<file path="src/hdl/sgrc_pkg.sv">
// package for the sleep gating and reset control block
// assumes one 10 MHz clock; reset sources arrive synchronous to it

package sgrc_pkg;

	// ----------------------------------------------------------------
	// sleep modes and reset sources
	// ----------------------------------------------------------------
	typedef enum logic [2:0] {
		SGRC_IDLE,
		SGRC_ADC_NR,
		SGRC_POWER_DOWN,
		SGRC_POWER_SAVE,
		SGRC_STANDBY
	} sgrc_sleep_mode_t;

	typedef struct packed {
		logic power_on;
		logic external;
		logic watchdog;
		logic brown_out;
		logic scan_reg;
	} sgrc_rst_src_t;

	// ----------------------------------------------------------------
	// widths, fuse codings and reset values
	// ----------------------------------------------------------------
	localparam int SGRC_NUM_SRC = 5;
	localparam logic [1:0] SGRC_BOD_OFF_CODE = 2'h3;
	localparam int SGRC_SUT_W = 2;
	localparam int SGRC_CLOCK_SELECT_FUSES_W = 4;
	localparam int SGRC_CLOCK_SELECT_FUSES_XTAL_BIT = 3;
	localparam int SGRC_XTAL_SHIFT = 2;
	localparam int SGRC_CNT_W = 20;
	localparam int SGRC_CNT_RST = 0;
	localparam logic SGRC_CORE_RST_INIT = 1'b1;

endpackage

</file>
<file path="src/hdl/sgrc_top.sv">
// sleep gating and reset control: sleep gating of the comparator and, in power-down
// and power-save, the main clock; input buffer gating, scan port, reset stretching
// assumes all inputs are synchronous to CLOCK_IN at 10 MHz
`timescale 1ns/10ps

module sgrc_top #(
	parameter int NUM_PINS = 8,
	parameter logic [19:0] TOUT_CYC0 = 20'h00010,
	parameter logic [19:0] TOUT_CYC1 = 20'h00080,
	parameter logic [19:0] TOUT_CYC2 = 20'h00400,
	parameter logic [19:0] TOUT_CYC3 = 20'h02000
) (
	input wire logic CLOCK_IN,
	input wire logic RST_IN,
	input wire logic SLEEP_IN,
	input wire sgrc_pkg::sgrc_sleep_mode_t SLEEP_MODE_IN,
	input wire logic ADC_EN_IN,
	input wire logic CONV_START_IN,
	input wire logic ACMP_EN_IN,
	input wire logic ACMP_USE_REF_IN,
	input wire logic [1:0] BROWN_OUT_LEVEL_FUSES_IN,
	input wire logic WDT_EN_IN,
	input wire logic WDT_EXPIRE_IN,
	input wire logic [NUM_PINS-1:0] WAKE_PIN_NEED_IN,
	input wire logic DEBUG_ENABLE_FUSE_IN,
	input wire logic SCAN_PORT_ENABLE_FUSE_IN,
	input wire logic SCAN_PORT_DISABLE_BIT_IN,
	input wire logic TAP_SHIFT_IN,
	input wire logic TDO_DATA_IN,
	input wire logic POWER_ON_RST_IN,
	input wire logic EXT_RST_N_IN,
	input wire logic BROWN_OUT_DET_IN,
	input wire logic SCAN_RST_REG_IN,
	input wire logic [sgrc_pkg::SGRC_SUT_W-1:0] STARTUP_TIME_FUSES_IN,
	input wire logic [sgrc_pkg::SGRC_CLOCK_SELECT_FUSES_W-1:0] CLOCK_SELECT_FUSES_IN,
	output logic ADC_POWER_OUT,
	output logic ADC_EXTENDED_OUT,
	output logic ACMP_POWER_OUT,
	output logic VREF_POWER_OUT,
	output logic BOD_ACTIVE_OUT,
	output logic WDT_RUN_OUT,
	output logic [NUM_PINS-1:0] INPUT_BUF_EN_OUT,
	output logic MAIN_CLK_RUN_OUT,
	output logic SCAN_PORT_ACTIVE_OUT,
	output logic TDO_OUT,
	output logic TDO_OE_N_OUT,
	output logic PORT_RESET_OUT,
	output logic CORE_RESET_OUT,
	output logic IO_REG_INIT_OUT,
	output logic START_AT_VECTOR_OUT,
	output sgrc_pkg::sgrc_rst_src_t RESET_CAUSE_OUT
);
	import sgrc_pkg::*;

	// ----------------------------------------------------------------
	// sleep mode decode
	// ----------------------------------------------------------------
	// idle keeps the I/O clock; idle and noise reduction keep adc clock
	wire light_sleep = (SLEEP_MODE_IN == SGRC_IDLE) ||
		(SLEEP_MODE_IN == SGRC_ADC_NR);
	wire deep_sleep = SLEEP_IN && !light_sleep;
	wire clocks_stopped = SLEEP_IN && ((SLEEP_MODE_IN == SGRC_POWER_DOWN) ||
		(SLEEP_MODE_IN == SGRC_POWER_SAVE) ||
		(SLEEP_MODE_IN == SGRC_STANDBY));
	wire main_clk_stop = SLEEP_IN && ((SLEEP_MODE_IN == SGRC_POWER_DOWN) ||
		(SLEEP_MODE_IN == SGRC_POWER_SAVE));

	// ----------------------------------------------------------------
	// analog module gating
	// ----------------------------------------------------------------
	// converter power ignores sleep: software must switch it off itself
	wire next_adc_power = ADC_EN_IN;
	wire adc_power_up = next_adc_power && !ADC_POWER_OUT;
	// set wins over clear so a restart during a conversion start is kept
	wire next_adc_ext = adc_power_up ? 1'b1 :
		(CONV_START_IN ? 1'b0 : ADC_EXTENDED_OUT);
	wire next_acmp_power = ACMP_EN_IN && !deep_sleep;
	wire acmp_ref_need = ACMP_EN_IN && ACMP_USE_REF_IN;
	wire bod_on = (BROWN_OUT_LEVEL_FUSES_IN != SGRC_BOD_OFF_CODE);
	// reference users are sampled without regard to sleep state
	wire next_vref = bod_on || acmp_ref_need || ADC_EN_IN;
	wire next_wdt_run = WDT_EN_IN;

	// ----------------------------------------------------------------
	// pin input buffers and main clock
	// ----------------------------------------------------------------
	// wake-up pins override the stop so their edges are still seen
	wire [NUM_PINS-1:0] next_buf_en = clocks_stopped ?
		WAKE_PIN_NEED_IN : {NUM_PINS{1'b1}};
	wire scan_active = SCAN_PORT_ENABLE_FUSE_IN &&
		!SCAN_PORT_DISABLE_BIT_IN;
	// debug needs the clock even in deep sleep; costs standby current
	wire dbg_keep_clk = DEBUG_ENABLE_FUSE_IN && scan_active;
	wire next_main_clk = !main_clk_stop || dbg_keep_clk;

	// ----------------------------------------------------------------
	// scan data-out pin
	// ----------------------------------------------------------------
	// pin floats unless shifting, so the board needs a pull-up
	wire next_tdo_oe_n = !(scan_active && TAP_SHIFT_IN);
	wire next_tdo = scan_active && TAP_SHIFT_IN && TDO_DATA_IN;

	// ----------------------------------------------------------------
	// reset source collection
	// ----------------------------------------------------------------
	sgrc_rst_src_t src;
	assign src.power_on = POWER_ON_RST_IN;
	assign src.external = !EXT_RST_N_IN;
	assign src.watchdog = WDT_EN_IN && WDT_EXPIRE_IN;
	assign src.brown_out = bod_on && BROWN_OUT_DET_IN;
	assign src.scan_reg = SCAN_RST_REG_IN;
	wire any_src = |src;

	// ports must fall back without a clock, so this path is combinational
	assign PORT_RESET_OUT = any_src || RST_IN;

	// ----------------------------------------------------------------
	// reset stretch sequencer
	// ----------------------------------------------------------------
	typedef enum logic [1:0] {
		ST_HOLD,
		ST_COUNT,
		ST_RUN
	} sgrc_rst_state_t;

	sgrc_rst_state_t state;
	sgrc_rst_state_t next_state;
	logic [SGRC_CNT_W-1:0] tout_limit;
	logic cnt_done;
	wire cnt_clear = any_src || (state != ST_COUNT);

	// any new source forces hold, whichever state the sequencer is in
	always_comb begin
		next_state = state;
		case (state)
			ST_HOLD: begin
				if (!any_src) begin
					next_state = ST_COUNT;
				end
			end
			ST_COUNT: begin
				if (any_src) begin
					next_state = ST_HOLD;
				end else if (cnt_done) begin
					next_state = ST_RUN;
				end
			end
			ST_RUN: begin
				if (any_src) begin
					next_state = ST_HOLD;
				end
			end
			default: begin
				next_state = ST_HOLD;
			end
		endcase
	end

	wire next_core_rst = (next_state != ST_RUN);
	wire next_vector = (state == ST_COUNT) && (next_state == ST_RUN);
	// causes accumulate across releases until the block reset
	wire [SGRC_NUM_SRC-1:0] next_cause = (state == ST_RUN && !any_src) ?
		RESET_CAUSE_OUT : (RESET_CAUSE_OUT | src);

	sgrc_tout_sel #(
		.W(SGRC_CNT_W),
		.TOUT0(TOUT_CYC0),
		.TOUT1(TOUT_CYC1),
		.TOUT2(TOUT_CYC2),
		.TOUT3(TOUT_CYC3)
	) u_tout (
		.clk_in(CLOCK_IN),
		.sut_in(STARTUP_TIME_FUSES_IN),
		.clock_select_fuses_in(CLOCK_SELECT_FUSES_IN),
		.limit_out(tout_limit)
	);

	sgrc_delay_cnt #(
		.W(SGRC_CNT_W)
	) u_cnt (
		.clk_in(CLOCK_IN),
		.rst_in(RST_IN),
		.clear_in(cnt_clear),
		.limit_in(tout_limit),
		.done_out(cnt_done)
	);

	// ----------------------------------------------------------------
	// state and reset outputs
	// ----------------------------------------------------------------
	// reset cause cleared only by the block reset, like a status register
	always_ff @(posedge CLOCK_IN) begin
		if (RST_IN) begin
			state <= ST_HOLD;
			CORE_RESET_OUT <= SGRC_CORE_RST_INIT;
			IO_REG_INIT_OUT <= SGRC_CORE_RST_INIT;
			START_AT_VECTOR_OUT <= 1'b0;
			RESET_CAUSE_OUT <= '0;
		end else begin
			state <= next_state;
			CORE_RESET_OUT <= next_core_rst;
			IO_REG_INIT_OUT <= next_core_rst;
			START_AT_VECTOR_OUT <= next_vector;
			RESET_CAUSE_OUT <= next_cause;
		end
	end

	// gating outputs, all registered
	always_ff @(posedge CLOCK_IN) begin
		if (RST_IN) begin
			ADC_POWER_OUT <= 1'b0;
			ADC_EXTENDED_OUT <= 1'b0;
			ACMP_POWER_OUT <= 1'b0;
			VREF_POWER_OUT <= 1'b0;
			BOD_ACTIVE_OUT <= 1'b0;
			WDT_RUN_OUT <= 1'b0;
			INPUT_BUF_EN_OUT <= '1;
			MAIN_CLK_RUN_OUT <= 1'b1;
			SCAN_PORT_ACTIVE_OUT <= 1'b0;
			TDO_OUT <= 1'b0;
			TDO_OE_N_OUT <= 1'b1;
		end else begin
			ADC_POWER_OUT <= next_adc_power;
			ADC_EXTENDED_OUT <= next_adc_ext;
			ACMP_POWER_OUT <= next_acmp_power;
			VREF_POWER_OUT <= next_vref;
			BOD_ACTIVE_OUT <= bod_on;
			WDT_RUN_OUT <= next_wdt_run;
			INPUT_BUF_EN_OUT <= next_buf_en;
			MAIN_CLK_RUN_OUT <= next_main_clk;
			SCAN_PORT_ACTIVE_OUT <= scan_active;
			TDO_OUT <= next_tdo;
			TDO_OE_N_OUT <= next_tdo_oe_n;
		end
	end
endmodule

</file>
<file path="src/hdl/sgrc_delay_cnt.sv">
// reset stretch counter: counts up to a limit after clear drops
// assumes clear is held while the reset request is active
`timescale 1ns/10ps

module sgrc_delay_cnt #(
	parameter int W = 20
) (
	input wire logic clk_in,
	input wire logic rst_in,
	input wire logic clear_in,
	input wire logic [W-1:0] limit_in,
	output logic done_out
);
	import sgrc_pkg::*;

	logic [W-1:0] cnt;
	wire at_limit = (cnt == limit_in);

	// restart from zero on clear; done stays until the next clear
	always_ff @(posedge clk_in) begin
		if (rst_in || clear_in) begin
			cnt <= W'(SGRC_CNT_RST);
			done_out <= 1'b0;
		end else if (!done_out) begin
			if (at_limit) begin
				done_out <= 1'b1;
			end else begin
				cnt <= cnt + W'(1);
			end
		end
	end

endmodule

</file>
<file path="src/hdl/sgrc_tout_sel.sv">
// time-out length lookup from start-up and clock-select fuses
// assumes fuses are static; the result is registered
`timescale 1ns/10ps

module sgrc_tout_sel #(
	parameter int W = 20,
	parameter logic [W-1:0] TOUT0 = 20'h00010,
	parameter logic [W-1:0] TOUT1 = 20'h00080,
	parameter logic [W-1:0] TOUT2 = 20'h00400,
	parameter logic [W-1:0] TOUT3 = 20'h02000
) (
	input wire logic clk_in,
	input wire logic [sgrc_pkg::SGRC_SUT_W-1:0] sut_in,
	input wire logic [sgrc_pkg::SGRC_CLOCK_SELECT_FUSES_W-1:0] clock_select_fuses_in,
	output logic [W-1:0] limit_out
);
	import sgrc_pkg::*;

	wire [W-1:0] base = (sut_in == 2'h0) ? TOUT0 :
		(sut_in == 2'h1) ? TOUT1 :
		(sut_in == 2'h2) ? TOUT2 : TOUT3;
	// crystal sources get a longer settle; shift can wrap at huge bases
	wire xtal = clock_select_fuses_in[SGRC_CLOCK_SELECT_FUSES_XTAL_BIT];
	wire [W-1:0] next_limit = xtal ? (base << SGRC_XTAL_SHIFT) : base;

	// registered so the counter compare sees a clean value
	always_ff @(posedge clk_in) begin
		limit_out <= next_limit;
	end

endmodule

</file>
<file path="config.mk">
export PLATFORM = sky130hd
export DESIGN_NAME = sgrc_top
export DESIGN_NICKNAME = d
export VERILOG_FILES = /design/src/hdl/sgrc_pkg.sv /design/src/hdl/sgrc_top.sv /design/src/hdl/sgrc_delay_cnt.sv /design/src/hdl/sgrc_tout_sel.sv
export SDC_FILE = /design/constraint.sdc
export NUM_CORES = 1
export LEC_CHECK = 0
export BUFFER_PORTS_ARGS = -buffer_cell sky130_fd_sc_hd__clkbuf_2
export CAP_MARGIN = 20
export CORE_MARGIN = 4
export CORE_UTILIZATION = 56
export CTS_BUF_LIST = sky130_fd_sc_hd__clkbuf_2
export CTS_CLUSTER_DIAMETER = 120
export CTS_CLUSTER_SIZE = 16
export DETAILED_ROUTE_END_ITERATION = 10
export GPL_TIMING_DRIVEN = 1
export PLACE_DENSITY = 0.95
export SYNTH_ARGS = -nofsm -noshare
export SYNTH_HDL_FRONTEND = slang
export SYNTH_SLANG_ARGS = --single-unit
</file>
<file path="constraint.sdc">
create_clock -name CLOCK_IN -period 3.3 [get_ports CLOCK_IN]
set_input_delay 0.66 -clock CLOCK_IN [delete_from_list [all_inputs] [get_ports CLOCK_IN]]
set_output_delay 0.66 -clock CLOCK_IN [all_outputs]
set_load 0.01 [all_outputs]
</file>
==> flow_metrics.py <==
metrics = {
    "outcome": {
        "status": "completed",
    },
    "sta": {
        "holdWs_ns": 0.3557,
        "fin_crit_sh": 0.7676,
        "maxSlewHeadroom": 0.5814,
        "setup_viol": 0,
        "drv_slew": 0,
        "rsz0062_at_grt": "false",
        "fin_skew_ns": 0.01043,
        "fmax_mhz": 394.8,
        "setup_tns_ns": 0,
        "worst_slew_pin_slew_ns": 0.6214,
        "fin_crit_ns": 2.533,
        "setup_slack_ns": 0.7669,
        "hold_violations": 0,
    },
    "synth": {
        "synth.most_common_cell": "dfxtp_1",
        "avgSynthCellArea_um2": 9.772,
        "synth_ff_type": "dfxtp_1",
        "seq_area_frac_synth": 0.5311,
        "netlist_area_um2": 2111,
        "yosys.cell_types.count": 34,
        "yosys_warnings": 0,
        "synth_area_leaders": "dfxtp_1 (53%), nor2_1 (6.2%), xnor2_1 (5.8%), xor2_1 (5.4%), or2_2 (2.7%)",
        "netlist_instances": 216,
        "syn_nets": 255,
        "synth_top_area_share": 0.5311,
        "async_flop_share": 0,
        "yosysTopAreaCell": "dfxtp_1",
        "synth-edff-count": 0,
        "synth-seq-cells": 56,
        "ys_top_cells_by_count": "dfxtp_1 (56), nor2_1 (35), xnor2_1 (14), xor2_1 (13), or2_2 (9)",
    },
    "clocking": {
        "cts_max_level": 2,
        "clkSinkCount": 56,
        "cts_hold_buf": 0,
        "cts_setup_buffers": 0,
        "numCtsBuffers": 5,
        "cts_resized": 0,
        "clk_pin_slew_ns": 0.26,
        "clock_tree.buffer_depth": 2,
        "tritoncts": "yes",
        "root_buffer": "clkbuf_2",
        "worst_skew_pair.late_latency_ns": 0.44,
    },
    "place": {
        "dp_cells": 318,
        "gp_congestion": 0.8182,
        "numPortBuffers": 60,
        "hpwl_mm": 3.259,
        "placed_area_um2": 2429,
        "place_ws_ns": 0.7986,
    },
    "worst_setup_path": {
        "cp.depth": 4,
        "crit_arrival_ns": 1.87,
        "crit_family": "simple AND/OR/NAND/NOR gates",
        "startpoint_type": "input port",
        "startpoint": "RST_IN",
        "worst-path-buf-inv": 2,
        "cp_slowest_cell": "or4b_1",
        "slowest_delay_ns": 0.49,
        "crit_chain": "clkbuf_2, or4b_1, a221o_1, clkbuf_2",
        "crit_path_end": "PORT_RESET_OUT",
        "cpMostUsedCell": "clkbuf_2",
        "cp-end-kind": "primary output",
        "reg2reg_from": "u_cnt.cnt[0]$_SDFFE_PP0P_",
        "worstPathRequired_ns": 2.64,
        "reg2reg_depth": 7,
        "crit_fanout": 14,
        "r2r_end": "u_cnt.cnt[1]$_SDFFE_PP0P_",
        "rrSetupSlack_ns": 1.54,
        "critPathKind": "in2out",
    },
    "floorplan": {
        "start_util": 0.5766,
        "io_pins": 64,
        "dieArea_um2": 4816,
        "die_x_um": 69.40,
        "num_rows": 22,
        "core_area_um2": 3661,
        "die_y_um": 69.40,
    },
    "power": {
        "p_leak_nw": 1.039,
        "p_int_uw": 863.3,
        "powerDensity_nw_per_um2": 449.0,
        "fin_total_pwr_mw": 1.122,
        "peakVddDrop_uv": 310.0,
        "clock_power_share": 0.305,
        "p_comb_frac": 0.070,
        "p_switching_uw": 259.1,
        "swShare": 0.2308,
        "seqPwrFrac": 0.626,
    },
    "route": {
        "detail-route-antenna-nets": 0,
        "drt-pass1-iter-count": 4,
        "via_per_inst": 5.055,
        "wl_mm": 4.388,
        "vias": 1648,
        "drc_errors": 0,
        "drtIter0Drc": 56,
        "wl_per_cell_um": 13.46,
    },
    "global_route": {
        "grt_max_degree": 22,
        "grt_pass1_wl_mm": 7.203,
        "antenna_found_initial": 0,
        "grtUsageTotal": 0.1864,
        "grt_overflow": 0,
        "grt_pass1_vias": 1650,
    },
    "layout": {
        "diodes": 0,
        "drive_gt1_frac": 0.2878,
        "final_area_um2": 2500,
        "nNetsFinal": 316,
        "synthToLayoutAreaGrowth_pct": 18.44,
        "fillers": 273,
        "postLayoutCoreUtil": 0.6828,
        "instances_no_fill": 326,
    },
    "job": {
        "drv_cap": 0,
    },
    "min_path": {
        "min_from": "TAP_SHIFT_IN",
        "min-delay-path-class": "in2reg",
        "hold_path_depth": 2,
    },
}
[state kept, by name (all words and copies together), names as in the netlist, 2 cells and up]
name,cells
u_tout.limit_out,8
u_cnt.cnt,20
state,2
INPUT_BUF_EN_OUT,8
RESET_CAUSE_OUT,5
[kinds of logic after synthesis]
family / Yosys count / share of synthesized area
and+or+nand+nor: 102 / 0.2626
DFF: 56 / 0.5311
xor gates and xnor gates: 27 / 0.1120
AOI/OAI and AO/OA: 14 / 0.04031
buffers and inverters: 13 / 0.03260
muxes: 2 / 0.009485
adders and majority gates: 2 / 0.01185
[cell type report]
cell class                      count  area, um^2  area share
Multi-Input combinational cell    147       920.9      0.3684
Inverter                            7       26.28     0.01051
Clock inverter                      3       46.29     0.01852
Sequential cell                    56        1121      0.4484
Clock buffer                        5       25.02     0.01001
Tap cell                           48       60.06     0.02402
Timing Repair Buffer               60       300.3      0.1201
[metal layers]
metal / GRT usage / vias to the layer above / routed length, um
met3: 0.07536 / 10 / 389
met1: 0.1922 / 737 / 1735
met2: 0.3316 / 64 / 2170
met4: 0.07809 / 0 / 93
met5: 0 / - / 0
li1: - / 837 / -
[worst min-delay path by stage]
stage	end	slack, ns
after floorplan	state[0]$_SDFF_PP0_	0.46
after global placement	RESET_CAUSE_OUT[3]$_SDFFE_PP0N_	0.44
after detailed placement	RESET_CAUSE_OUT[3]$_SDFFE_PP0N_	0.44
after CTS	TDO_OE_N_OUT$_SDFF_PP1_	0.32
after global routing	TDO_OE_N_OUT$_SDFF_PP1_	0.31
final	TDO_OE_N_OUT$_SDFF_PP1_	0.36
[power groups by stage]
| stage | Sequential [mW] | Combinational, mW | Clock (mW) |
|---|---|---|---|
| floorplan | 0.720 | 0.0274 | 0 |
| detailed placement | 0.715 | 0.0769 | 0 |
| CTS | 0.703 | 0.0782 | 0.353 |
| global route | 0.705 | 0.0863 | 0.370 |
| finish | 0.702 | 0.0781 | 0.342 |
| global placement | 0.713 | 0.0738 | 0 |
[cell usage in the layout (no fill, tap or decap), drive strengths merged, types with 3 or more instances in the layout]
master	count
nor2	37
xnor2	14
inv	8
or2	9
xor2	13
a21oi	7
nor3	4
and3b	4
nor2b	7
nand3	8
dfxtp	56
and3	3
and4	5
nand2	9
clkbuf	65
nor3b	5
nand4	3
Power figures use the tool's default switching activity.
